**src/rtl/tssc_defines.svh**
```systemverilog
`ifndef TSSC_DEFINES_SVH
`define TSSC_DEFINES_SVH
// register byte offsets
`define TSSC_OFS_CTRL1   12'h000
`define TSSC_OFS_SLAVE   12'h008
`define TSSC_OFS_IRQEN   12'h00C
`define TSSC_OFS_STATUS  12'h010
`define TSSC_OFS_EVGEN   12'h014
`define TSSC_OFS_CHCFG   12'h020
`define TSSC_OFS_COUNT   12'h024
`define TSSC_OFS_PRESC   12'h028
`define TSSC_OFS_RELOAD  12'h02C
`define TSSC_OFS_CMP1    12'h034
`define TSSC_OFS_CMP2    12'h038
// control one fields
`define TSSC_CR1_RUN     0
`define TSSC_CR1_UPDINH  1
`define TSSC_CR1_UPDSRC  2
`define TSSC_CR1_SSHOT   3
`define TSSC_CR1_ARBUF   7
`define TSSC_CR1_CKD_LO  8
`define TSSC_CR1_MASK    16'h038F
// slave control fields
`define TSSC_SMS_LO      0
`define TSSC_TS_LO       4
`define TSSC_SLAVE_MASK  16'h0077
// enable register fields
`define TSSC_IE_UPD      0
`define TSSC_IE_TRG      6
`define TSSC_IE_TDMA     14
`define TSSC_IE_MASK     16'h4041
// status and event generation fields
`define TSSC_SR_UPD      0
`define TSSC_SR_TRG      6
`define TSSC_EG_UPD      0
`define TSSC_EG_TRG      6
// channel config fields: polarity bits 1 and 5
`define TSSC_CH_P1       1
`define TSSC_CH_P2       5
`define TSSC_CH_MASK     16'h0022
// reset values
`define TSSC_RST_16      16'h0000
`define TSSC_RST_RELOAD  16'hFFFF
`endif

```
**src/rtl/tssc_pkg.sv**
```systemverilog
package tssc_pkg;
   // slave mode codes
   typedef enum logic [2:0] {
      TSSC_SM_OFF   = 3'h0,
      TSSC_SM_ENC1  = 3'h1,
      TSSC_SM_ENC2  = 3'h2,
      TSSC_SM_ENC3  = 3'h3,
      TSSC_SM_RESET = 3'h4,
      TSSC_SM_GATED = 3'h5,
      TSSC_SM_TRIG  = 3'h6,
      TSSC_SM_EXTCK = 3'h7
   } tssc_sms_t;

   // control one register
   typedef struct packed {
      logic [1:0] sample_clock_divider;
      logic       reload_buffer_on;
      logic       single_shot_stop;
      logic       update_source_select;
      logic       update_inhibit;
      logic       counter_run_bit;
   } tssc_ctrl1_t;

   // whole state of the block
   typedef struct packed {
      tssc_ctrl1_t ctrl1;
      tssc_sms_t   slave_behaviour_select;
      logic [2:0]  trigger_source_select;
      logic        trigger_irq_enable;
      logic        trigger_dma_enable;
      logic        update_irq_enable;
      logic        trigger_flag;
      logic        update_flag;
      logic        chan1_polarity;
      logic        chan2_polarity;
      logic [15:0] count;
      logic [15:0] presc;
      logic [15:0] presc_cnt;
      logic [15:0] reload_value;
      logic [15:0] reload_shadow;
      logic [15:0] cmp1;
      logic [15:0] cmp2;
      logic [15:0] cmp1_shadow;
      logic [15:0] cmp2_shadow;
      logic [1:0]  sync1;
      logic [1:0]  sync2;
      logic [3:0]  itr_s1;
      logic [3:0]  itr_s2;
      logic        trig_prev;
      logic        gate_prev;
      logic [1:0]  dts_cnt;
      logic        dts_tick;
      logic [11:0] ph_addr;
      logic        ph_write;
      logic        ph_valid;
      logic [31:0] hrdata;
   } tssc_state_t;
endpackage

```
**src/rtl/tssc_timer.sv**
```systemverilog
`timescale 1ns/1ps
`include "tssc_defines.svh"
// Notes on behaviour
// - reset mode: trigger edge clears counter, prescaler
// - reset trigger with source low: update event
// - reset trigger sets flag, irq, dma requests
// - gated mode counts only while trigger active
// - gated mode never counts with run clear
// - gated mode flags both start and stop
// - trigger mode starts counter, sets flag
// - source 101 channel one, 110 channel two
// - polarity bit set selects falling/low
// - trigger inputs resynchronised, two flops
// - debug halt freezes counter when selected
// - writes 16/32 bit only; reads any width
// - divider sets sampling period 1,2,4
// - reload buffering: immediate or at update
// - single shot clears run at update
// - update source selects update flag causes
// - update loads shadows unless inhibited
// - inhibited: no update, counter still reinitialised
// - software sets run; trigger mode sets it
// - external clock mode counts trigger rises
module tssc_timer (
   // bus clock and reset
   input  wire logic        hclk,
   input  wire logic        hresetn,
   // ahb-lite slave
   input  wire logic        hsel,
   input  wire logic [31:0] haddr,
   input  wire logic [1:0]  htrans,
   input  wire logic        hwrite,
   input  wire logic [2:0]  hsize,
   input  wire logic [31:0] hwdata,
   input  wire logic        hready,
   output logic             hreadyout,
   output logic             hresp,
   output logic [31:0]      hrdata,
   // trigger sources
   input  wire logic        timer_input_one,
   input  wire logic        timer_input_two,
   input  wire logic [3:0]  internal_trig,
   // debug
   input  wire logic        core_halted,
   input  wire logic        debug_freeze_select,
   // requests and status
   output logic             trigger_irq,
   output logic             trigger_dma,
   output logic             update_irq,
   output logic             update_event,
   output logic             counter_running,
   output logic             sample_tick,
   output logic [15:0]      count_value
);

   tssc_pkg::tssc_state_t s_reg;
   tssc_pkg::tssc_state_t s_next;

   // merge 16-bit write data into a register under a bit mask
   function automatic logic [15:0] wmerge(input logic [15:0] old,
                                          input logic [15:0] wd,
                                          input logic [15:0] mask);
      wmerge = (old & ~mask) | (wd & mask);
   endfunction

   // polarity-corrected trigger level
   function automatic logic trig_level(input logic [2:0] ts,
                                       input logic ti1, input logic ti2,
                                       input logic [3:0] itr,
                                       input logic p1, input logic p2);
      unique case (ts)
         3'h5: trig_level = ti1 ^ p1;
         3'h6: trig_level = ti2 ^ p2;
         3'h4: trig_level = ti1 ^ p1;
         default: trig_level = itr[ts[1:0]];
      endcase
   endfunction

   logic        trg;
   logic        trg_rise;
   logic        wr_ok;
   logic        upd_req;
   logic        upd_soft;
   logic        slave_reset;
   logic        run_eff;
   logic        cnt_tick;
   logic        ovf;
   logic        frozen;
   logic [15:0] wd;
   logic [31:0] rd;

   // next-state logic for bus, trigger and counter
   always_comb begin
      s_next      = s_reg;
      upd_soft    = 1'b0;
      slave_reset = 1'b0;
      upd_req     = 1'b0;
      ovf         = 1'b0;
      cnt_tick    = 1'b0;
      run_eff     = 1'b0;
      rd          = 32'h0000_0000;
      wd          = s_reg.ph_addr[1] ? hwdata[31:16] : hwdata[15:0];
      // two flops before any logic reads the pins
      s_next.sync1  = {s_reg.sync1[0], timer_input_one};
      s_next.sync2  = {s_reg.sync2[0], timer_input_two};
      s_next.itr_s1 = internal_trig;
      s_next.itr_s2 = s_reg.itr_s1;
      trg = trig_level(s_reg.trigger_source_select, s_reg.sync1[1], s_reg.sync2[1],
                       s_reg.itr_s2, s_reg.chan1_polarity, s_reg.chan2_polarity);
      s_next.trig_prev = trg;
      trg_rise = trg & ~s_reg.trig_prev;
      frozen   = core_halted & debug_freeze_select;
      // dead-time / filter sampling tick; code 11 treated as 10
      s_next.dts_cnt  = s_reg.dts_cnt + 2'h1;
      unique case (s_reg.ctrl1.sample_clock_divider)
         2'h0: s_next.dts_tick = 1'b1;
         2'h1: s_next.dts_tick = s_reg.dts_cnt[0];
         default: s_next.dts_tick = &s_reg.dts_cnt;
      endcase
      // slave controller
      unique case (s_reg.slave_behaviour_select)
         tssc_pkg::TSSC_SM_RESET: begin
            run_eff = s_reg.ctrl1.counter_run_bit;
            if (trg_rise) begin
               slave_reset = 1'b1;
               s_next.trigger_flag = 1'b1;
            end
         end
         tssc_pkg::TSSC_SM_GATED: begin
            run_eff = s_reg.ctrl1.counter_run_bit & trg;
            s_next.gate_prev = run_eff;
            if (run_eff != s_reg.gate_prev)
               s_next.trigger_flag = 1'b1;
         end
         tssc_pkg::TSSC_SM_TRIG: begin
            run_eff = s_reg.ctrl1.counter_run_bit;
            if (trg_rise) begin
               // already running: no restart, flag only
               s_next.ctrl1.counter_run_bit = 1'b1;
               s_next.trigger_flag = 1'b1;
            end
         end
         tssc_pkg::TSSC_SM_EXTCK: begin
            run_eff = s_reg.ctrl1.counter_run_bit & trg_rise;
         end
         default: run_eff = s_reg.ctrl1.counter_run_bit;
      endcase
      if (s_reg.slave_behaviour_select != tssc_pkg::TSSC_SM_GATED)
         s_next.gate_prev = 1'b0;
      // prescaler and counter
      if (run_eff && !frozen && !slave_reset) begin
         if (s_reg.presc_cnt >= s_reg.presc) begin
            s_next.presc_cnt = 16'h0000;
            cnt_tick = 1'b1;
         end else begin
            s_next.presc_cnt = s_reg.presc_cnt + 16'h0001;
         end
      end
      if (cnt_tick) begin
         if (s_reg.count >= s_reg.reload_shadow) begin
            s_next.count = 16'h0000;
            ovf = 1'b1;
         end else begin
            s_next.count = s_reg.count + 16'h0001;
         end
      end
      // ahb data phase: registers
      if (s_reg.ph_valid) begin
         unique case (s_reg.ph_addr & 12'hFFC)
            `TSSC_OFS_CTRL1:  rd[15:0] = {6'h00, s_reg.ctrl1.sample_clock_divider,
                                   s_reg.ctrl1.reload_buffer_on, 3'h0,
                                   s_reg.ctrl1.single_shot_stop,
                                   s_reg.ctrl1.update_source_select,
                                   s_reg.ctrl1.update_inhibit,
                                   s_reg.ctrl1.counter_run_bit};
            `TSSC_OFS_SLAVE:  rd[15:0] = {9'h000, s_reg.trigger_source_select, 1'b0,
                                   s_reg.slave_behaviour_select};
            `TSSC_OFS_IRQEN:  rd[15:0] = {1'b0, s_reg.trigger_dma_enable, 7'h00,
                                   s_reg.trigger_irq_enable, 5'h00,
                                   s_reg.update_irq_enable};
            `TSSC_OFS_STATUS: rd[15:0] = {9'h000, s_reg.trigger_flag, 5'h00,
                                   s_reg.update_flag};
            `TSSC_OFS_CHCFG:  rd[15:0] = {10'h000, s_reg.chan2_polarity, 3'h0,
                                   s_reg.chan1_polarity, 1'b0};
            `TSSC_OFS_COUNT:  rd[15:0] = s_reg.count;
            `TSSC_OFS_PRESC:  rd[15:0] = s_reg.presc;
            `TSSC_OFS_RELOAD: rd[15:0] = s_reg.reload_value;
            `TSSC_OFS_CMP1:   rd[15:0] = s_reg.cmp1;
            `TSSC_OFS_CMP2:   rd[15:0] = s_reg.cmp2;
            default:          rd[15:0] = 16'h0000;
         endcase
      end
      // byte writes are ignored; halfword and word accepted
      wr_ok = s_reg.ph_valid & s_reg.ph_write;
      if (wr_ok) begin
         unique case (s_reg.ph_addr & 12'hFFC)
            `TSSC_OFS_CTRL1: s_next.ctrl1 = tssc_pkg::tssc_ctrl1_t'({wd[9:7], wd[3:0]});
            `TSSC_OFS_SLAVE: begin
               s_next.slave_behaviour_select = tssc_pkg::tssc_sms_t'(wd[2:0]);
               s_next.trigger_source_select  = wd[6:4];
            end
            `TSSC_OFS_IRQEN: begin
               s_next.update_irq_enable  = wd[`TSSC_IE_UPD];
               s_next.trigger_irq_enable = wd[`TSSC_IE_TRG];
               s_next.trigger_dma_enable = wd[`TSSC_IE_TDMA];
            end
            `TSSC_OFS_STATUS: begin
               // write zero to clear; a hardware set this cycle wins below
               if (!wd[`TSSC_SR_UPD]) s_next.update_flag = 1'b0;
               if (!wd[`TSSC_SR_TRG]) s_next.trigger_flag = 1'b0;
            end
            `TSSC_OFS_EVGEN: begin
               upd_soft = wd[`TSSC_EG_UPD];
               if (wd[`TSSC_EG_TRG]) s_next.trigger_flag = 1'b1;
            end
            `TSSC_OFS_CHCFG: begin
               s_next.chan1_polarity = wd[`TSSC_CH_P1];
               s_next.chan2_polarity = wd[`TSSC_CH_P2];
            end
            `TSSC_OFS_COUNT: s_next.count = wmerge(s_reg.count, wd, 16'hFFFF);
            `TSSC_OFS_PRESC: s_next.presc = wd;
            `TSSC_OFS_RELOAD: begin
               s_next.reload_value = wd;
               if (!s_reg.ctrl1.reload_buffer_on)
                  s_next.reload_shadow = wd;
            end
            `TSSC_OFS_CMP1: s_next.cmp1 = wd;
            `TSSC_OFS_CMP2: s_next.cmp2 = wd;
            default: ;
         endcase
      end
      // hardware sets win over a software clear
      if (s_reg.slave_behaviour_select == tssc_pkg::TSSC_SM_RESET && trg_rise)
         s_next.trigger_flag = 1'b1;
      if (s_reg.slave_behaviour_select == tssc_pkg::TSSC_SM_TRIG && trg_rise)
         s_next.trigger_flag = 1'b1;
      if (s_reg.slave_behaviour_select == tssc_pkg::TSSC_SM_GATED &&
          run_eff != s_reg.gate_prev)
         s_next.trigger_flag = 1'b1;
      // soft command or slave reset reinitialise even when inhibited
      if (upd_soft || slave_reset) begin
         s_next.count     = 16'h0000;
         s_next.presc_cnt = 16'h0000;
      end
      upd_req = !s_reg.ctrl1.update_inhibit &&
                (ovf || upd_soft || (slave_reset &&
                 !s_reg.ctrl1.update_source_select));
      if (upd_req) begin
         s_next.reload_shadow = s_next.reload_value;
         s_next.cmp1_shadow   = s_next.cmp1;
         s_next.cmp2_shadow   = s_next.cmp2;
         if (ovf || !s_reg.ctrl1.update_source_select)
            s_next.update_flag = 1'b1;
         if (s_reg.ctrl1.single_shot_stop)
            s_next.ctrl1.counter_run_bit = 1'b0;
      end
      // ahb address phase capture, zero-wait answers
      s_next.ph_valid = hsel & hready & htrans[1];
      s_next.ph_write = hwrite & (hsize != 3'h0);
      s_next.ph_addr  = haddr[11:0];
      if (hsel & hready & htrans[1])
         s_next.ph_valid = 1'b1;
      s_next.hrdata = 32'h0000_0000;
      if (hsel & hready & htrans[1] & !hwrite)
         s_next.ph_valid = 1'b1;
   end

   // state register
   always_ff @(posedge hclk or negedge hresetn) begin
      if (!hresetn) begin
         s_reg               <= '0;
         s_reg.reload_value  <= `TSSC_RST_RELOAD;
         s_reg.reload_shadow <= `TSSC_RST_RELOAD;
      end else begin
         s_reg <= s_next;
      end
   end

   // outputs; reads answer in the data phase combinationally from state
   assign hreadyout       = 1'b1;
   assign hresp           = 1'b0;
   assign hrdata          = rd;
   assign trigger_irq     = s_reg.trigger_flag & s_reg.trigger_irq_enable;
   assign trigger_dma     = s_reg.trigger_flag & s_reg.trigger_dma_enable;
   assign update_irq      = s_reg.update_flag & s_reg.update_irq_enable;
   assign update_event    = upd_req;
   assign counter_running = s_reg.ctrl1.counter_run_bit;
   assign sample_tick     = s_reg.dts_tick;
   assign count_value     = s_reg.count;

endmodule // tssc_timer

```
**config.mk**
```make
export PLATFORM = sky130hd
export DESIGN_NAME = tssc_timer
export DESIGN_NICKNAME = d
export VERILOG_FILES = /design/src/rtl/tssc_pkg.sv /design/src/rtl/tssc_timer.sv
export VERILOG_INCLUDE_DIRS = /design/src /design/src/rtl
export SDC_FILE = /design/constraint.sdc
export NUM_CORES = 1
export LEC_CHECK = 0
export BUFFER_PORTS_ARGS = -buffer_cell sky130_fd_sc_hd__buf_2
export CAP_MARGIN = 20
export CORE_UTILIZATION = 55
export CTS_CLUSTER_SIZE = 10
export DETAILED_ROUTE_END_ITERATION = 7
export PLACE_DENSITY = 0.79
export SETUP_SLACK_MARGIN = 0.2
export SYNTH_ARGS = -nofsm -noshare
export SYNTH_HDL_FRONTEND = slang
export SYNTH_SLANG_ARGS = --single-unit
```
**constraint.sdc**
```tcl
create_clock -name hclk -period 4.6 [get_ports hclk]
set_clock_uncertainty 0.05 [all_clocks]
set_input_delay 0 -clock hclk [delete_from_list [all_inputs] [get_ports hclk]]
set_output_delay 0 -clock hclk [all_outputs]
set_load 0.03 [all_outputs]
```
==> results_dict.tcl, run 1 <==
set metrics [dict create \
    endpoint_kind "flop" \
    crit_path_top_delay_cell "or4b_2" \
    clockBufferDepth 2 \
    vias_per_cell 6.273 \
    synthFlopType "dfrtp_1" \
    grt_usage_pct 31.15 \
    drc_errors 0 \
    critPathMostFrequentCell "inv_1" \
    clkSinkCount 162 \
    multiInputGateArea_mm2 0.004003 \
    fin_nets 1117 \
    worstPathArrival_ns 3.83 \
    synth_area_mm2 0.008605 \
    total_power_w 0.003082 \
    drt-initial-drc-count 1100 \
    dieWidth_um 127.1 \
    path_class "reg -> reg" \
    drive_gt1_share_pct 21.05 \
    synth_top_area_cell "dfrtp_1" \
    worstHoldPathType "in -> reg" \
    status "finished, violations left" \
    utilization_pct 66.45 \
    grt_setup_unrepaired "false" \
    ys_warn_count 0 \
    ys_top_cells_by_area "dfrtp_1 (38%), dfstp_2 (9.8%), ha_1 (5.1%)" \
    ir_drop_mv 0.2734 \
    synth_commonest_cells "dfrtp_1 (130), nand2_1 (90), a21oi_1 (66), nor2_1 (66), o21ai_0 (64)" \
    p_leak_nw 4.891 \
    critPathRequiredTime_ns 4.88 \
    largest_reg_flops 138 \
    cp-start-kind "flop" \
    synth-seq-area-share_pct 47.58 \
    seqCellArea_mm2 0.004094 \
    grt_pass1_wl_mm 38.32 \
    antenna_found_initial 0 \
    worstSkewPairLatency_ns 0.43 \
    crit_path_max_fanout 16 \
    fmax_mhz 281.5 \
    wl_per_cell_um 19.95 \
    tritoncts "built" \
    crit_chain "inv_1 -> ha_1 -> a21oi_1 -> o21ai_1 -> inv_1 -> a31oi_1 -> nand3_1 -> or4b_2 -> o211ai_1" \
    cts_setup_buffers 0 \
    num_vias 7672 \
    post-route-period-util_pct 77.24 \
    num_rows 45 \
    die-height_um 127.1 \
    path_clk_slew_ns 0.07 \
    syn_inst 879 \
    synth_edf_count 0 \
    gp_congestion 0.9275 \
    dp_hpwl_mm 16.54 \
    post-route-min-period_ns 3.553 \
    failed_checks "negative hold slack" \
    firstDrtPassIters 5 \
    synthArstFlopShare_pct 100.0 \
    fill_cells 1198 \
    start_util_pct 56.39 \
    finalMaxSlewViolations 0 \
    yosys.area.top_type_share_pct 37.81 \
    yosys.cell_types.count 71 \
    holdWs_ns -0.01866 \
    htree_num_levels 4 \
    max_slew_margin_pct 22.82 \
    drt.antenna.violating_nets 0 \
    num_antenna_cells 0 \
    dieArea_mm2 0.01615 \
    root_buffer "clkbuf_16" \
    synthToLayoutAreaGrowth_pct 17.83 \
    yosysMostFrequentCell "dfrtp_1" \
    setup_violations 0 \
    cts_made_buffers 17 \
    routed_wl_mm 24.40 \
    syn_area_per_cell_um2 9.789 \
    yosys_register_bits 162 \
    power_density_mw_per_mm2 304.0 \
    max_cap_viol_count 0 \
    fin_tns_setup_ns 0 \
    overflow 0 \
    tightest_slew_ns 1.125 \
    grt_max_degree 76 \
    grt_pass1_vias 7161 \
    critPathMaxStageDelay_ns 0.84 \
    hold_viol_final 2 \
    coreArea_mm2 0.01526 \
    io-pin-count 138 \
    io_buffers 97 \
]
where the power goes:
| group | internal [W] | total, W | leakage [nW] | switching [W] |
|---|---|---|---|---|
| Combinational | 0.0000878 | 0.000234 | 2.90 | 0.000146 |
| Clock | 0.000785 | 0.00136 | 0.263 | 0.000571 |
| Sequential | 0.00146 | 0.00149 | 1.73 | 0.0000352 |
| Total | 0.00233 | 0.00308 | 4.89 | 0.000752 |
critical path, delay by kind of cell (launching register included):
family          cells  cell delay (ns)
simple gates        2             1.42
buf+inv             2             0.24
flops               1             0.39
fa+ha+maj           1             0.31
compound gates      4             1.06
layout by cell type (no fill, tap or decap), types with 4 or more instances in the layout:
cell             n
xor2_1           6
o211ai_1        14
a22oi_1         15
and2_1           6
o21ai_1         11
buf_2           96
o22ai_1          7
or4b_2           5
nor3_1           8
conb_1          18
mux2_4           7
inv_1           43
nand2_1         90
nand3_1         17
a21oi_1         66
o21ai_0         64
dfrtp_1        130
dlygate4sd3_1   38
ha_1            35
xnor2_1          4
a21o_1           4
a22o_1           4
and3_1          13
dfstp_2         32
o2111ai_1       10
mux2_2          11
buf_4           25
mux2i_1         23
nor4_1           7
nand4_1         13
a31oi_1          9
nand2b_1         7
nor2_1          66
clkbuf_16       17
a222oi_1        21
per-layer routing:
metal	wire, µm	share of wire (%)	vias up	global-route usage [%]
met5	0	0	-	0
met4	970	4.0	0	13.38
li1	-	-	3417	-
met1	9981	41	3663	42.97
met3	2397	9.8	89	6.616
met2	11050	45	503	47.90
timing repair:
item | 4_1_cts | 5_1_grt
endpoints found under the setup margin | 0 | 0
resized for setup | 0 | 0
hold endpoints to repair | 110 | 2
hold buffers | 36 | 2
layout make-up:
type / count / area share [%]
sequential: 162 / 40.38
clock inverter: 8 / 0.7775
clock buffer: 23 / 4.714
inverter: 43 / 1.592
tap: 211 / 2.604
timing repair buffer: 160 / 10.45
multi-input combinational: 616 / 39.48
final timing paths:
path | from | end | slack [ns] | depth (start not counted)
hold reg to reg | s_next[62] | s_reg[62] | 0.30 | 0
setup reg to reg | s_reg[188] | count_value[6] | 1.05 | 9
setup / recovery | s_reg[188] | count_value[6] | 1.05 | 9
hold / removal | hwdata[1] | s_reg[208] | -0.02 | 3
min in group asynchronous | hresetn | s_reg[215] | 0.12 | 2
max in group asynchronous | hresetn | count_value[10] | 3.24 | 3
logic make-up (layout without fill, tap and decap cells):
family | after synthesis | count (layout) | share of synthesized area, %
AND/OR/NAND/NOR | 262 | 262 | 15.56
AO/OA/AOI/OAI | 250 | 250 | 18.61
flip-flops | 162 | 162 | 47.58
buffers and inverters | 117 | 234 | 6.718
multiplexers | 41 | 41 | 5.337
adder cells (fa/ha/maj) | 35 | 35 | 5.089
XOR/XNOR | 10 | 10 | 1.018
other | 2 | 18 | 0.08728
stage by stage:
step	setup slack, ns	hold WS, ns	std cells	area [µm²]
after floorplan	1.893	-0.3456	895	8665
after global placement	1.299	0.01669	1152	9186
after detailed placement	1.173	0.01637	1152	9186
after CTS	1.178	0.001688	1219	10100
after global routing	0.8440	0.006671	1223	10140
final	1.047	-0.01866	1223	10140
(Power assumes the default switching activity.)
==> run 2: changes to the inputs <==
- CORE_UTILIZATION: 55 -> 52
- PLACE_DENSITY: 0.79 -> 0.78
- clock period: 4.6 -> 3.1 ns (I/O delays scaled with it)
==> run 2 against run 1 <==
  * The run now ends clean
  * Total power increased by 55%
  * Sequential share of layout area decreased by 2.3 points
  * Combinational power increased by 65%
  * Critical path depth decreased by 1
  * Clock power increased by 61%
  * Global-route usage decreased by 0.26 points
  * Non-clock buffer count increased by 46
  * First-iteration DRC count decreased by 13%
  * Utilization increased by 0.80 points
  * Setup slack got worse by 0.84 ns
  * Die area increased by 5.7%
  * Critical endpoint is now hrdata[14]
  * Largest cell class is now multi-input gates
  * Largest power group unchanged
  * Highest routed layer unchanged
==> results_dict.tcl, run 2 (same netlist as run 1, synthesis figures left out) <==
set metrics [dict create \
    status "finished, final reports clean" \
    io-pin-count 138 \
    crit_path_max_fanout 8 \
    dieWidth_um 130.6 \
    cp.depth 8 \
    tritoncts "built" \
    crit_path_top_delay_cell "or4_4" \
    root_buffer "clkbuf_16" \
    switching_share_pct 23.77 \
    drt-initial-drc-count 956 \
    p_comb_share_pct 8.1 \
    worstPathArrival_ns 2.84 \
    r2r-end "count_value[9]" \
    pwr-share-clk_pct 45.7 \
    largest_reg_flops 138 \
    setup_violations 0 \
    post-route-min-period_ns 2.891 \
    drc_errors 0 \
    grt_setup_unrepaired "false" \
    gp_congestion 0.9489 \
    cts_made_buffers 17 \
    reg2regPathDepth 9 \
    worstHoldPathType "in -> reg" \
    intPower_w 0.003645 \
    cp_num_buf_inv 3 \
    p_switching_w 0.001136 \
    io_buffers 97 \
    drt.antenna.violating_nets 0 \
    p_seq_share_pct 46.2 \
    final_cell_mix "dfrtp_1 (130), nand2_1 (90), buf_2 (89), buf_4 (70), nor2_1 (64)" \
    vias_per_cell 6.183 \
    finalMaxSlewViolations 0 \
    endpoint_kind "primary output" \
    clockBufferDepth 2 \
    cp-start-kind "flop" \
    tightest_slew_ns 0.9412 \
    critPathRequiredTime_ns 3.05 \
    wl_per_cell_um 20.48 \
    grt_usage_pct 30.89 \
    overflow 0 \
    grt_pass1_wl_mm 38.97 \
    total_power_w 0.004781 \
    start_util_pct 53.78 \
    path_clk_slew_ns 0.06 \
    r2r-start "s_reg[160]" \
    antenna_found_initial 0 \
    path_delay_family "simple AND/OR/NAND/NOR gates" \
    hold_viol_final 0 \
    die-height_um 130.6 \
    utilization_pct 67.24 \
    crit_chain "or4_4 -> or3_4 -> nor2_4 -> buf_6 -> buf_4 -> a222oi_1 -> a21oi_1 -> clkbuf_4" \
    drive_gt1_share_pct 27.38 \
    num_antenna_cells 0 \
    clkSinkCount 162 \
    grt_pass1_vias 7315 \
    num_vias 7883 \
    routed_wl_mm 26.12 \
    mostFrequentLayoutCell "dfrtp_1" \
    worstSetupStartpoint "s_reg[41]" \
    firstDrtPassIters 6 \
    p_leak_nw 5.192 \
    max_slew_margin_pct 35.46 \
    fmax_mhz 345.9 \
    fin_tns_setup_ns 0 \
    post-route-period-util_pct 93.25 \
    coreArea_mm2 0.01600 \
    worstSkewPairLatency_ns 0.43 \
    fin_nets 1163 \
    critPathMaxStageDelay_ns 0.62 \
    htree_num_levels 4 \
    worstSetupEndpoint "hrdata[14]" \
    num_rows 46 \
    synthToLayoutAreaGrowth_pct 25.04 \
    max_cap_viol_count 0 \
    dieArea_mm2 0.01707 \
    dp_hpwl_mm 17.19 \
    ir_drop_mv 0.3548 \
    path_class "reg -> out" \
    grt_max_degree 67 \
    fill_cells 1191 \
    reg2reg_setup_slack_ns 0.28 \
    power_density_mw_per_mm2 444.4 \
]
-- run 2: final cells by class --
type / instances / area, µm² / share of cell area [%]
sequential: 162 / 4094 / 38.05
timing repair buffer: 206 / 1454 / 13.51
multi-input combinational: 616 / 4159 / 38.66
clock buffer: 20 / 466.7 / 4.338
clock inverter: 12 / 153.9 / 1.430
tap: 216 / 270.3 / 2.512
inverter: 43 / 161.4 / 1.500
-- run 2: timing repair --
item | CTS | global route
setup endpoints to repair | 28 | 40
hold buffers | 38 | 0
cloned | 0 | 2
setup buffers | 1 | 11
pin swaps | 2 | 7
gates resized for setup | 11 | 41
hold endpoints to repair | 102 | 0
-- run 2: how the worst min path moves through the flow --
stage,start,to,depth (start not counted)
2_1_floorplan,hresetn,count_value[0],0
3_3_place_gp,hresetn,s_next[53],1
3_5_place_dp,hresetn,s_reg[62],1
4_1_cts,hwdata[5],s_reg[207],4
5_1_grt,hwdata[5],s_reg[148],4
6_report,hwdata[7],s_reg[102],3
-- run 2: tightest hold or removal path, delay by kind of cell --
family / cells / cell delay [ns]
multiplexers: 1 / 0.19
AO/OA/AOI/OAI: 1 / 0.18
buffers and inverters: 1 / 0.08
-- run 2: metal layers --
layer	track usage [%]	wire (µm)
met5	0	0
met3	8.998	3012
met1	40.93	10270
met4	15.75	1088
met2	46.22	11740
-- run 2: through the flow --
stage / instances / worst slack [ns] / hold WS, ns / cell area, µm²
after floorplan: 895 / 0.3932 / -0.3456 / 8665
after global placement: 1191 / 0.2080 / -0.01537 / 9460
after detailed placement: 1191 / 0.1191 / -0.01558 / 9460
after CTS: 1262 / 0.1845 / 0.004085 / 10510
after global routing: 1275 / 0.1725 / 0.02984 / 10760
final: 1275 / 0.2092 / 0.01740 / 10760
-- run 2: power by group through the flow --
stage / Combinational, W / Clock, W / Sequential (W)
after floorplan: 0.000182 / 0 / 0.00223
after global placement: 0.000324 / 0 / 0.00224
after detailed placement: 0.000334 / 0 / 0.00224
after CTS: 0.000375 / 0.00220 / 0.00221
after global routing: 0.000422 / 0.00230 / 0.00221
final: 0.000387 / 0.00219 / 0.00221
